==> src/core/lnb_regs_defs.vh <==
// Constants for the regulator two-wire register interface
`ifndef LNB_REGS_DEFS_VH
`define LNB_REGS_DEFS_VH
// Register selector codes, top three bits of a written byte
`define SEL_FAULT_STATUS 3'h0
`define SEL_TONE_SETUP 3'h1
`define SEL_LIMIT_CMD 3'h2
`define SEL_OUTPUT_CTRL 3'h3
// Fixed upper five bits of the target address
`define ADDR_FIXED 5'h02
// Writable field masks of the low five bits
`define MASK_TONE 5'h1C
`define MASK_CMD 5'h1B
`define MASK_CTRL 5'h13
// Field positions
`define BIT_TONE_ENABLE 4
`define BIT_MOD_SELECT 3
`define BIT_TONE_THRESH 2
`define BIT_LIMIT_STATIC 4
`define BIT_VPIN_ENABLE 3
`define BIT_OUT_ENABLE 4
// Reset value of every system register
`define REG_RESET 8'h00
// Bus rates and the system clock
`define BUS_FAST_KBPS 400
`define BUS_STD_KBPS 100
`define SYS_CLK_MHZ 20
`endif

==> src/core/lnb_regulator_i2c_registers.v <==
// Two-wire target interface and system registers of an antenna regulator
//
// Summary of operation
// - Both lines open drain; idle high; up to 400 kbit/s.
// - Data changes only while clock is low; one clock per bit.
// - Data falling with clock high starts; rising with clock high stops.
// - Bytes are eight bits MSB first, each acknowledged; count unlimited.
// - Host releases data at acknowledge; receiver holds it low throughout.
// - Addressed device acknowledges each byte; otherwise host may stop.
// - No acknowledge at all while power-good is low.
// - First byte: address 00010, two pin bits, then direction bit.
// - Written byte top three bits select status, tone, command, control.
// - Every system register bit clears to zero at power-on.
// - Overload flag reads the overload condition input.
// - Back-current flag reads the back-current protection input.
// - Voltage-range flag reads one when input or output out of range.
// - Open-cable flag reads one when output current below 2 mA.
// - Over-temperature flag reads one above 150 C, zero at 130 C.
// - Tone enable and modulation select choose the tone source.
// - Tone threshold bit picks receive or transmit detector threshold.
// - Two current-select bits set the overload threshold level.
// - Limit mode bit: zero dynamic limiting, one static limiting.
// - Voltage pin enable zero lets range pin choose; one uses bits.
// - Range and adjust bits set output level; enable off kills stages.
// - Read shifts register byte MSB first; host ack continues, nack ends.
// - Two address pins form the two low address bits.
// - While power-good is low ignore bus, hold tone, command and control registers at zero.
`timescale 1ns/1ps
`include "lnb_regs_defs.vh"
module lnb_regulator_i2c_registers (
	input wire clk_sys,
	input wire rst,
	input wire scl_in,
	input wire sda_in,
	output reg sda_out_ff,
	output reg sda_oe_ff,
	input wire power_good,
	input wire addr_pin_hi,
	input wire addr_pin_lo,
	input wire range_select_pin,
	input wire external_modulation_pin,
	input wire transmit_threshold_pin,
	input wire over_temp_in,
	input wire open_cable_in,
	input wire voltage_range_in,
	input wire overload_in,
	input wire back_current_in,
	output reg tone_on_ff,
	output reg tone_passthru_ff,
	output reg tone_threshold_ff,
	output reg limit_mode_static_ff,
	output reg [1:0] current_level_ff,
	output reg output_enable_ff,
	output reg [1:0] voltage_level_ff,
	output reg [7:0] fault_status_ff
);
	// ******************************
	// State codes
	// ******************************
	localparam ST_IDLE = 3'd0;
	localparam ST_ADDR = 3'd1;
	localparam ST_WDATA = 3'd2;
	localparam ST_ACK = 3'd3;
	localparam ST_RDATA = 3'd4;
	localparam ST_RACK = 3'd5;
	localparam ST_IGNORE = 3'd6;

	// ******************************
	// Input synchronisers
	// ******************************
	wire scl_s;
	wire sda_s;
	wire pg_s;
	wire th_s;
	wire rsel_s;
	wire external_modulation_pin_s;
	wire [4:0] flt_s;

	sync_two_ff u_scl (.clk_sys(clk_sys), .rst(rst), .async_in(scl_in),
		.rst_val(1'b1), .sync_ff(scl_s));
	sync_two_ff u_sda (.clk_sys(clk_sys), .rst(rst), .async_in(sda_in),
		.rst_val(1'b1), .sync_ff(sda_s));
	sync_two_ff u_pg (.clk_sys(clk_sys), .rst(rst), .async_in(power_good),
		.rst_val(1'b1), .sync_ff(pg_s));
	sync_two_ff u_txt (.clk_sys(clk_sys), .rst(rst),
		.async_in(transmit_threshold_pin), .rst_val(1'b1), .sync_ff(th_s));
	sync_two_ff u_rsel (.clk_sys(clk_sys), .rst(rst),
		.async_in(range_select_pin), .rst_val(1'b1), .sync_ff(rsel_s));
	sync_two_ff u_external_modulation_pin (.clk_sys(clk_sys), .rst(rst),
		.async_in(external_modulation_pin), .rst_val(1'b1),
		.sync_ff(external_modulation_pin_s));
	// Fault flags come from analog comparators, so they are synchronised
	genvar gi;
	wire [4:0] flt_raw = {over_temp_in, open_cable_in, voltage_range_in,
		overload_in, back_current_in};
	generate
		for (gi = 0; gi < 5; gi = gi + 1) begin : g_flt
			sync_two_ff u_f (.clk_sys(clk_sys), .rst(rst),
				.async_in(flt_raw[gi]), .rst_val(1'b1),
				.sync_ff(flt_s[gi]));
		end
	endgenerate

	// ******************************
	// Line history and conditions
	// ******************************
	reg scl_d_ff;
	reg sda_d_ff;
	// Delayed copies for edge detection on synchronised lines
	always @(posedge clk_sys or posedge rst) begin
		if (rst) begin
			scl_d_ff <= 1'b1;
			sda_d_ff <= 1'b1;
		end else begin
			scl_d_ff <= scl_s;
			sda_d_ff <= sda_s;
		end
	end
	wire scl_rise = scl_s & ~scl_d_ff;
	wire scl_fall = ~scl_s & scl_d_ff;
	wire start_seen = scl_s & scl_d_ff & sda_d_ff & ~sda_s;
	wire stop_seen = scl_s & scl_d_ff & ~sda_d_ff & sda_s;

	// ******************************
	// Protocol engine
	// ******************************
	reg [2:0] state_ff;
	reg [2:0] after_ack_ff;
	reg [3:0] bit_cnt_ff;
	reg [7:0] shift_ff;
	reg [4:0] tone_bits_ff;
	reg [4:0] cmd_bits_ff;
	reg [4:0] ctrl_bits_ff;
	reg [2:0] read_sel_ff;

	wire [6:0] my_addr = {`ADDR_FIXED, addr_pin_hi, addr_pin_lo};
	wire [7:0] next_byte = {shift_ff[6:0], sda_s};

	// Register image for reads; status carries selector bits zero
	reg [7:0] read_image;
	always @* begin
		case (read_sel_ff)
		`SEL_TONE_SETUP: read_image = {`SEL_TONE_SETUP, tone_bits_ff};
		`SEL_LIMIT_CMD: read_image = {`SEL_LIMIT_CMD, cmd_bits_ff};
		`SEL_OUTPUT_CTRL: read_image = {`SEL_OUTPUT_CTRL, ctrl_bits_ff};
		default: read_image = {`SEL_FAULT_STATUS, flt_s};
		endcase
	end

	// Bit engine sampling on clock rise, driving on clock fall
	always @(posedge clk_sys or posedge rst) begin
		if (rst) begin
			state_ff <= ST_IDLE;
			after_ack_ff <= ST_IDLE;
			bit_cnt_ff <= 4'h0;
			shift_ff <= 8'h00;
			sda_out_ff <= 1'b0;
			sda_oe_ff <= 1'b0;
			tone_bits_ff <= 5'h00;
			cmd_bits_ff <= 5'h00;
			ctrl_bits_ff <= 5'h00;
			read_sel_ff <= `SEL_FAULT_STATUS;
		end else if (!pg_s) begin
			state_ff <= ST_IDLE;
			sda_oe_ff <= 1'b0;
			tone_bits_ff <= 5'h00;
			cmd_bits_ff <= 5'h00;
			ctrl_bits_ff <= 5'h00;
			read_sel_ff <= `SEL_FAULT_STATUS;
		end else if (stop_seen) begin
			state_ff <= ST_IDLE;
			sda_oe_ff <= 1'b0;
		end else if (start_seen) begin
			state_ff <= ST_ADDR;
			bit_cnt_ff <= 4'h0;
			sda_oe_ff <= 1'b0;
		end else begin
			case (state_ff)
			ST_ADDR, ST_WDATA: begin
				if (scl_rise) begin
					shift_ff <= next_byte;
					bit_cnt_ff <= bit_cnt_ff + 4'h1;
				end else if (scl_fall && bit_cnt_ff == 4'h8) begin
					bit_cnt_ff <= 4'h0;
					if (state_ff == ST_ADDR) begin
						if (shift_ff[7:1] == my_addr) begin
							after_ack_ff <= shift_ff[0] ?
								ST_RDATA : ST_WDATA;
							state_ff <= ST_ACK;
							sda_out_ff <= 1'b0;
							sda_oe_ff <= 1'b1;
						end else begin
							state_ff <= ST_IGNORE;
						end
					end else begin
						if (shift_ff[7:5] == `SEL_TONE_SETUP) begin
							tone_bits_ff <= shift_ff[4:0] & `MASK_TONE;
						end else if (shift_ff[7:5] == `SEL_LIMIT_CMD) begin
							cmd_bits_ff <= shift_ff[4:0] & `MASK_CMD;
						end else if (shift_ff[7:5] == `SEL_OUTPUT_CTRL) begin
							ctrl_bits_ff <= shift_ff[4:0] & `MASK_CTRL;
						end
						if (shift_ff[7:5] <= `SEL_OUTPUT_CTRL) begin
							read_sel_ff <= shift_ff[7:5];
						end
						after_ack_ff <= ST_WDATA;
						state_ff <= ST_ACK;
						sda_out_ff <= 1'b0;
						sda_oe_ff <= 1'b1;
					end
				end
			end
			ST_ACK: begin
				// Release at end of ninth pulse
				if (scl_fall) begin
					state_ff <= after_ack_ff;
					bit_cnt_ff <= 4'h0;
					if (after_ack_ff == ST_RDATA) begin
						shift_ff <= {read_image[6:0], 1'b0};
						sda_out_ff <= 1'b0;
						sda_oe_ff <= ~read_image[7];
					end else begin
						sda_oe_ff <= 1'b0;
					end
				end
			end
			ST_RDATA: begin
				// change data only after clock falls
				if (scl_fall) begin
					bit_cnt_ff <= bit_cnt_ff + 4'h1;
					if (bit_cnt_ff == 4'h7) begin
						sda_oe_ff <= 1'b0;
						state_ff <= ST_RACK;
					end else begin
						sda_oe_ff <= ~shift_ff[7];
						shift_ff <= {shift_ff[6:0], 1'b0};
					end
				end
			end
			ST_RACK: begin
				if (scl_rise) begin
					after_ack_ff <= sda_s ? ST_IGNORE : ST_RDATA;
				end else if (scl_fall) begin
					state_ff <= after_ack_ff;
					bit_cnt_ff <= 4'h0;
					if (after_ack_ff == ST_RDATA) begin
						shift_ff <= {read_image[6:0], 1'b0};
						sda_oe_ff <= ~read_image[7];
					end
				end
			end
			default: begin
				sda_oe_ff <= 1'b0;
			end
			endcase
		end
	end

	// ******************************
	// Decoded outputs
	// ******************************
	reg nxt_tone_on;
	always @* begin
		if (tone_bits_ff[`BIT_TONE_ENABLE] &&
			!tone_bits_ff[`BIT_MOD_SELECT]) begin
			nxt_tone_on = 1'b1;
		end else if (!tone_bits_ff[`BIT_TONE_ENABLE] &&
			!tone_bits_ff[`BIT_MOD_SELECT]) begin
			nxt_tone_on = external_modulation_pin_s;
		end else begin
			nxt_tone_on = 1'b0;
		end
	end

	// Registered outputs toward the analog blocks
	always @(posedge clk_sys or posedge rst) begin
		if (rst) begin
			tone_on_ff <= 1'b0;
			tone_passthru_ff <= 1'b0;
			tone_threshold_ff <= 1'b0;
			limit_mode_static_ff <= 1'b0;
			current_level_ff <= 2'h0;
			output_enable_ff <= 1'b0;
			voltage_level_ff <= 2'h0;
			fault_status_ff <= `REG_RESET;
		end else begin
			tone_on_ff <= nxt_tone_on;
			tone_passthru_ff <= ~tone_bits_ff[`BIT_TONE_ENABLE] &
				tone_bits_ff[`BIT_MOD_SELECT];
			// threshold is OR of bit and pin
			tone_threshold_ff <= tone_bits_ff[`BIT_TONE_THRESH] | th_s;
			limit_mode_static_ff <= cmd_bits_ff[`BIT_LIMIT_STATIC];
			current_level_ff <= cmd_bits_ff[1:0];
			output_enable_ff <= ctrl_bits_ff[`BIT_OUT_ENABLE];
			if (cmd_bits_ff[`BIT_VPIN_ENABLE]) begin
				voltage_level_ff <= ctrl_bits_ff[1:0];
			end else begin
				voltage_level_ff <= {rsel_s, rsel_s ? ctrl_bits_ff[1] :
					ctrl_bits_ff[0]};
			end
			fault_status_ff <= {`SEL_FAULT_STATUS, flt_s};
		end
	end
endmodule // lnb_regulator_i2c_registers

==> src/core/sync_two_ff.v <==
// Two flip-flop synchroniser for one asynchronous level
`timescale 1ns/1ps
module sync_two_ff (
	input wire clk_sys,
	input wire rst,
	input wire async_in,
	input wire rst_val,
	output reg sync_ff
);
	reg meta_ff;

	// Only the second stage is read outside
	always @(posedge clk_sys or posedge rst) begin
		if (rst) begin
			meta_ff <= 1'b1;
			sync_ff <= 1'b1;
		end else begin
			meta_ff <= async_in;
			sync_ff <= meta_ff;
		end
	end
	wire unused_rst_val = rst_val;
endmodule // sync_two_ff

==> config.mk <==
export PLATFORM = sky130hd
export DESIGN_NAME = lnb_regulator_i2c_registers
export DESIGN_NICKNAME = d
export VERILOG_FILES = /design/src/core/lnb_regulator_i2c_registers.v /design/src/core/sync_two_ff.v
export VERILOG_INCLUDE_DIRS = /design/src /design/src/core
export SDC_FILE = /design/constraint.sdc
export NUM_CORES = 1
export LEC_CHECK = 0
export ABC_AREA = 1
export BUFFER_PORTS_ARGS = -buffer_cell sky130_fd_sc_hd__clkbuf_2
export CORE_MARGIN = 2
export CORE_UTILIZATION = 40
export DETAILED_ROUTE_END_ITERATION = 7
export PLACE_DENSITY = 0.58
export SYNTH_ARGS = -nofsm -noshare
export SYNTH_HDL_FRONTEND = slang
export SYNTH_SLANG_ARGS = --single-unit
==> constraint.sdc <==
create_clock -name clk_sys -period 2.5 [get_ports clk_sys]
set_clock_uncertainty 0.2 [all_clocks]
set_input_delay 0.25 -clock clk_sys [delete_from_list [all_inputs] [get_ports clk_sys]]
set_output_delay 0.25 -clock clk_sys [all_outputs]
set_load 0.005 [all_outputs]
== Word-level counts from Yosys, hierarchy flattened ==
Cells that the tools add are included.

* Multiplexer cells: 96
* Bitwise logic cells: 18
* Reduce and logical (&&, ||, !) cells: 20
* Magnitude comparators: 1
* Eq/ne operators: 50
* Add/sub/neg operators: 1

{| class="wikitable"
|+ Operator list
! cell !! count
|-
| 5-bit two-way mux || 27
|-
| 3-bit two-way mux || 25
|-
| 8-bit two-way mux || 6
|-
| 2-bit != test (second input constant) || 21
|-
| 5-bit != test (second input constant) || 8
|-
| 8-bit one-hot mux with 4 select lines || 1
|-
| 8-bit AND reduction || 4
|-
| 4-bit two-way mux || 6
|-
| 1-bit two-way mux || 23
|-
| 7-bit one-hot mux with 3 select lines || 1
|-
| 3-bit by 2-bit equality test with 1-bit output (second input constant) || 6
|-
| 9-bit AND reduction || 2
|-
| 4-bit one-hot mux with 4 select lines || 1
|-
| 7-bit AND reduction || 2
|-
| 3-bit one-hot mux with 4 select lines || 1
|-
| 6-bit AND reduction || 2
|-
| 3-bit by 1-bit equality test with 1-bit output (second input constant) || 3
|-
| 3-bit equality test (second input constant) || 3
|-
| 3-bit != test (second input constant) || 3
|-
| 1-bit bitwise AND || 8
|-
| 1-bit inverter || 8
|-
| 7-bit by 4-bit equality test with 1-bit output || 1
|-
| 7-bit != test (second input constant) || 1
|-
| 6-bit != test (second input constant) || 1
|-
| 17 further kinds || 22
|}

* Bits of input ports: 15
* Logic and storage cells: 228
* Flip-flop bits (word level): 76
* Output and inout port bits: 19

== Longest topological paths before layout ==
* Word-level depth: 11
* Mapped depth: 11
* Depth with buffers taken out: 11

== By module ==
From an unflattened synthesis, not the netlist that was laid out.

* Cell total of the unflattened synthesis: 376
* Area total of the unflattened synthesis: 3173.0 um^2

{| class="wikitable"
|+ Modules (own cells, without submodules)
! module !! seq. area each (um^2) !! instances !! cells an instance !! area an instance (um^2)
|-
| lnb_regulator_i2c_registers || 1178.6 || 1 || 343 || 2553.7
|-
| sync_two_ff || 52.6 || 11 || 3 || 56.3
|}

== Worst setup path after synthesis ==
OpenSTA, ideal clock, no wires.

* Kind: register -> register
* Start: register u_sda.sync_ff
* End: register shift_ff[3]
* Data required time: 2171 ps
* Data arrival time: 1334 ps
* Clock period less this slack: 1663 ps
* Path slack: 837 ps
* Path buffers: 1
* Stages on the path, launching flop included: 9
* Library setup time: 129 ps
* Cells stage by stage: dfstp_2 nor2_1 nand2_2 nand3_1 inv_2 nand3_2 nor2_4 buf_6 o21ai_0

* Word-level cells in the longest chain between the ends: 4
* Elaborated cells on any way between the ends: 6
* Classes of those cells: bitwise (5); reduce/logical (1)

{| class="wikitable"
|+ Ends and longest elaborated chain
! item !! line !! source
|-
| from (decl) || sync_two_ff.v:8 || <nowiki>output reg sync_ff</nowiki>
|-
| from (signal assigned) || sync_two_ff.v:19 || <nowiki>sync_ff <= meta_ff;</nowiki>
|-
| 1-bit inverter || lnb_regulator_i2c_registers.v:121 || <nowiki>wire start_seen = scl_s & scl_d_ff & sda_d_ff & ~sda_s;</nowiki>
|-
| 1-bit bitwise AND || lnb_regulator_i2c_registers.v:121 ||
|-
| 1-bit inverter (no source line) || -- ||
|-
| 8-bit AND reduction (no source line) (*) || -- ||
|-
| to (signal assigned) || lnb_regulator_i2c_registers.v:181 || <nowiki>shift_ff <= next_byte;</nowiki>
|-
| to (signal assigned) || lnb_regulator_i2c_registers.v:219 || <nowiki>shift_ff <= {read_image[6:0], 1'b0};</nowiki>
|-
| to (signal assigned) || lnb_regulator_i2c_registers.v:236 || <nowiki>shift_ff <= {shift_ff[6:0], 1'b0};</nowiki>
|-
| to (decl) || lnb_regulator_i2c_registers.v:130 || <nowiki>reg [7:0] shift_ff;</nowiki>
|}

Every way passes the cells marked *; elsewhere a longest branch is shown, timed or not.
A chain may end at the register's enable or synchronous reset.

== Worst setup path in the final report ==
* Start: register u_sda.sync_ff
* End: register shift_ff[4]

Same word-level chain as after synthesis.

==> report_table.html <==
<table>
<tr><th>Metric</th><th>Value</th></tr>
<tr><th colspan="2">Clock network</th></tr>
<tr><td>Post-cts repair resize count</td><td>0</td></tr>
<tr><td>Number of CTS-inserted buffers</td><td>9</td></tr>
<tr><td>Buffer type at the clock tree root</td><td>clkbuf_8</td></tr>
<tr><td>Largest buffer count on any clock path</td><td>2</td></tr>
<tr><td>Clock input transition at the sequential cells of the worst setup and hold paths</td><td>0.08 ns</td></tr>
<tr><td>Clock net sink count</td><td>69</td></tr>
<tr><td>CTS tree</td><td>built</td></tr>
<tr><td>Buffers inserted by post-CTS timing repair</td><td>0</td></tr>
<tr><td>Worst-skew pair later-pin latency</td><td>0.34 ns</td></tr>
<tr><td>Htree depth</td><td>3</td></tr>
<tr><th colspan="2">Timing</th></tr>
<tr><td>Fin crit period</td><td>1.96 ns</td></tr>
<tr><td>Final hold viol count</td><td>0</td></tr>
<tr><td>Maximum clock rate</td><td>511 MHz</td></tr>
<tr><td>Max Slew Vio Count</td><td>0</td></tr>
<tr><td>Final worst path period share</td><td>0.783</td></tr>
<tr><td>RSZ-0062 raised after global routing</td><td>false</td></tr>
<tr><td>Relative max-transition margin</td><td>0.654</td></tr>
<tr><td>Final Setup Violations</td><td>0</td></tr>
<tr><td>TNS Setup</td><td>0 ns</td></tr>
<tr><td>Actual slew at the worst max-slew pin</td><td>0.518 ns</td></tr>
<tr><th colspan="2">Power and ir drop</th></tr>
<tr><td>Worst-case vdd ir drop</td><td>0.396 mV</td></tr>
<tr><td>Pwr per Cell Area</td><td>978 nW/um2</td></tr>
<tr><td>Post-route total power</td><td>3660 uW</td></tr>
<tr><td>Leakage power</td><td>0.00183 uW</td></tr>
<tr><th colspan="2">Synth</th></tr>
<tr><td>Largest area contributor in the synthesized netlist</td><td>dfrtp_1</td></tr>
<tr><td>Average size of a mapped cell</td><td>8.60 um2</td></tr>
<tr><td>Share of synthesized area occupied by flip-flops and latches</td><td>0.557</td></tr>
<tr><td>Count of distinct cell types in the synthesized netlist</td><td>30</td></tr>
<tr><td>Warning count from the yosys run</td><td>0</td></tr>
<tr><td>Share of Yosys cell area claimed by the top area cell type</td><td>0.357</td></tr>
<tr><td>Top post-synthesis cells by area</td><td>dfrtp_1 36%, dfstp_2 20%, nand2_1 14%</td></tr>
<tr><td>Number of cells produced by synthesis</td><td>367</td></tr>
<tr><td>Top FF cell, synth</td><td>dfrtp_1</td></tr>
<tr><td>Post-synth EDFFs</td><td>0</td></tr>
<tr><td>Share of synthesized registers carrying an async set or reset</td><td>1.00</td></tr>
<tr><td>Number of flip-flops and latches in the synthesized netlist</td><td>69</td></tr>
<tr><td>Post-synth design cell area</td><td>3160 um2</td></tr>
<tr><th colspan="2">Place</th></tr>
<tr><td>Gp weighted congestion</td><td>0.934</td></tr>
<tr><td>Port Buf Inserts</td><td>29</td></tr>
<tr><td>HPWL Detailed</td><td>4760 um</td></tr>
<tr><td>Placed instance count</td><td>494</td></tr>
<tr><th colspan="2">Worst setup path</th></tr>
<tr><td>Cell type with the highest occurrence count on the critical path</td><td>nand2_1</td></tr>
<tr><td>Largest fanout on the critical path</td><td>14</td></tr>
<tr><td>Master of the slowest instance on the critical path</td><td>dfstp_2</td></tr>
<tr><td>Crit path capture type</td><td>flop</td></tr>
<tr><td>Delay contributed by the slowest stage of the critical path</td><td>0.58 ns</td></tr>
<tr><td>Critical Setup Path Class</td><td>reg2reg</td></tr>
<tr><td>Critical Path, Cell by Cell</td><td>nor2_1 &gt; nand2_2 &gt; nand3_1 &gt; inv_2 &gt; nand3_2 &gt; nor2_4 &gt; inv_1 &gt; nand2_1 &gt; nand2_1</td></tr>
<tr><td>Critical Path AT</td><td>1.99 ns</td></tr>
<tr><td>Startpoint kind of the worst setup timing path</td><td>flop</td></tr>
<tr><td>Endpoint required time on the critical path</td><td>2.53 ns</td></tr>
<tr><th colspan="2">Finish</th></tr>
<tr><td>Most frequent standard cell in the layout excluding fill and tap cells</td><td>nand2_1</td></tr>
<tr><td>Proportion of layout cells with a drive suffix above 1</td><td>0.226</td></tr>
<tr><td>Total inserted antenna cells</td><td>0</td></tr>
<tr><td>Count of non-filler cells in the finished layout</td><td>522</td></tr>
<tr><td>Most frequent cells in the layout</td><td>117 x nand2_1, 45 x dfrtp_1, 37 x nor2_1</td></tr>
<tr><td>Net count, final</td><td>432</td></tr>
<tr><td>Area growth syn-to-layout</td><td>18.6%</td></tr>
<tr><th colspan="2">Floorplan</th></tr>
<tr><td>I/O Pins</td><td>34</td></tr>
<tr><td>Horizontal die dimension</td><td>92.8 um</td></tr>
<tr><td>Die footprint</td><td>8620 um2</td></tr>
<tr><td>Vertical die dimension</td><td>92.8 um</td></tr>
<tr><td>Effective utilization at floorplan</td><td>0.410</td></tr>
<tr><td>Core area</td><td>7690 um2</td></tr>
<tr><td>Number of placement rows</td><td>32</td></tr>
<tr><th colspan="2">Detailed routing</th></tr>
<tr><td>Via density per instance</td><td>4.69</td></tr>
<tr><td>Detailed-routing iteration count for the pre-antenna-repair pass</td><td>4</td></tr>
<tr><td>Routed wirelength normalized by instance count</td><td>12.4 um</td></tr>
<tr><td>Total length of routed wires</td><td>6450 um</td></tr>
<tr><td>Detailed-route DRC error count</td><td>0</td></tr>
<tr><td>Initial DRC count</td><td>138</td></tr>
<tr><td>Post-detailed-route count of antenna-violating nets</td><td>0</td></tr>
<tr><td>Number of vias in the routed layout</td><td>2448</td></tr>
<tr><th colspan="2">Run status</th></tr>
<tr><td>Outcome</td><td>finished, final reports clean</td></tr>
<tr><th colspan="2">Global routing</th></tr>
<tr><td>GRT Resource Usage Total</td><td>0.171</td></tr>
<tr><td>Largest net degree at the start of global routing</td><td>46</td></tr>
<tr><td>Number of antenna violations at the first check in global routing</td><td>0</td></tr>
<tr><td>Number of global-route vias before repair</td><td>2380</td></tr>
<tr><td>GRT Residual Overflow</td><td>0</td></tr>
<tr><td>Wire length of the first global-routing pass</td><td>11300 um</td></tr>
<tr><th colspan="2">Min path</th></tr>
<tr><td>Class of the worst hold path</td><td>reg2reg</td></tr>
<tr><th colspan="2">Job</th></tr>
<tr><td>Max Cap Violations</td><td>0</td></tr>
</table>
[synthesized netlist by cell type, types with 2 or more instances]
library cell  number
nand2_1          117
dfrtp_1           45
nor2_1            37
nand3_1           36
inv_1             32
dfstp_2           24
o21ai_0           20
a21oi_1            9
buf_4              5
nand4_1            5
inv_2              4
nand3_2            4
nand2_2            3
nor2_2             3
nor2_4             3
o21ai_2            3
buf_6              2
ha_1               2
or2_2              2
[path summary, 6_finish.rpt]
| check | start | to | slack, ns | depth (start not counted) |
|---|---|---|---|---|
| hold / removal | u_external_modulation_pin.meta_ff$_DFF_PP1_ | u_external_modulation_pin.sync_ff$_DFF_PP1_ | 0.15 | 0 |
| min in group asynchronous | rst | fault_status_ff[2]$_DFF_PP0_ | 0.28 | 3 |
| hold reg to reg | u_external_modulation_pin.meta_ff$_DFF_PP1_ | u_external_modulation_pin.sync_ff$_DFF_PP1_ | 0.15 | 0 |
| setup / recovery | u_sda.sync_ff$_DFF_PP1_ | shift_ff[4]$_DFFE_PP0P_ | 0.54 | 9 |
| setup reg to reg | u_sda.sync_ff$_DFF_PP1_ | shift_ff[4]$_DFFE_PP0P_ | 0.54 | 9 |
| max in group asynchronous | rst | u_external_modulation_pin.meta_ff$_DFF_PP1_ | 1.16 | 4 |
[registers in the layout, summed over array words and instances, names as in the netlist, 2 cells and up]
name / flops
after_ack_ff: 2
bit_cnt_ff: 4
cmd_bits_ff: 4
ctrl_bits_ff: 3
current_level_ff: 2
fault_status_ff: 5
g_flt.u_f.meta_ff: 5
g_flt.u_f.sync_ff: 5
read_sel_ff: 3
shift_ff: 8
state_ff: 3
tone_bits_ff: 3
voltage_level_ff: 2
[layer usage]
metal | wire (um) | up-vias | share of wire | track usage
met4 | 114 | 0 | 0.018 | 0.0735
met1 | 3280 | 1132 | 0.51 | 0.238
met3 | 271 | 9 | 0.042 | 0.0415
li1 | - | 1252 | - | -
met2 | 2790 | 55 | 0.43 | 0.254
met5 | 0 | - | 0 | 0
[area by class of cell]
type | instances | area, um2
Tap cell | 102 | 128
Sequential cell | 69 | 1760
Fill cell | 748 | 3950
Multi-Input combinational cell | 256 | 1210
Clock inverter | 5 | 82.6
Clock buffer | 11 | 141
Timing Repair Buffer | 43 | 293
Inverter | 36 | 135
[worst max-delay path: cells and delay by family (launching register included)]
| kind | cells | cell delay [ns] |
|---|---|---|
| simple gates | 7 | 0.79 |
| buf+inv | 2 | 0.27 |
| flops | 1 | 0.58 |
[repair_timing]
| action | 4_1_cts | 5_1_grt |
|---|---|---|
| setup endpoints to repair | 0 | 0 |
| hold buffers | 12 | 0 |
| hold endpoints to repair | 24 | 0 |
[cells by family after synthesis]
| family | after synthesis | synth area share |
|---|---|---|
| other | 1 | 0.00119 |
| xor gates and xnor gates | 2 | 0.00555 |
| adders and majority gates | 2 | 0.00793 |
| buffers and inverters | 45 | 0.0646 |
| DFF | 69 | 0.557 |
| AOI/OAI and AO/OA | 36 | 0.0674 |
| and+or+nand+nor | 212 | 0.297 |
[where the power goes]
part           leakage (uW)  internal [uW]  switching [uW]
Sequential         0.000832           1350             199
Clock              0.000114            593             413
Combinational      0.000885            387             721
[per-stage QoR]
stage | worst slack (ns) | utilization | area (um2) | hold WS, ns
final | 0.542 | 0.487 | 3740 | 0.149
after CTS | 0.532 | 0.487 | 3740 | 0.147
after global placement | 0.570 | 0.442 | 3400 | 0.105
after floorplan | 0.350 | - | 3170 | 0.0545
after global routing | 0.349 | 0.487 | 3740 | 0.151
after detailed placement | 0.549 | 0.442 | 3400 | 0.105
Note: power is estimated with default switching activity, not from simulation.
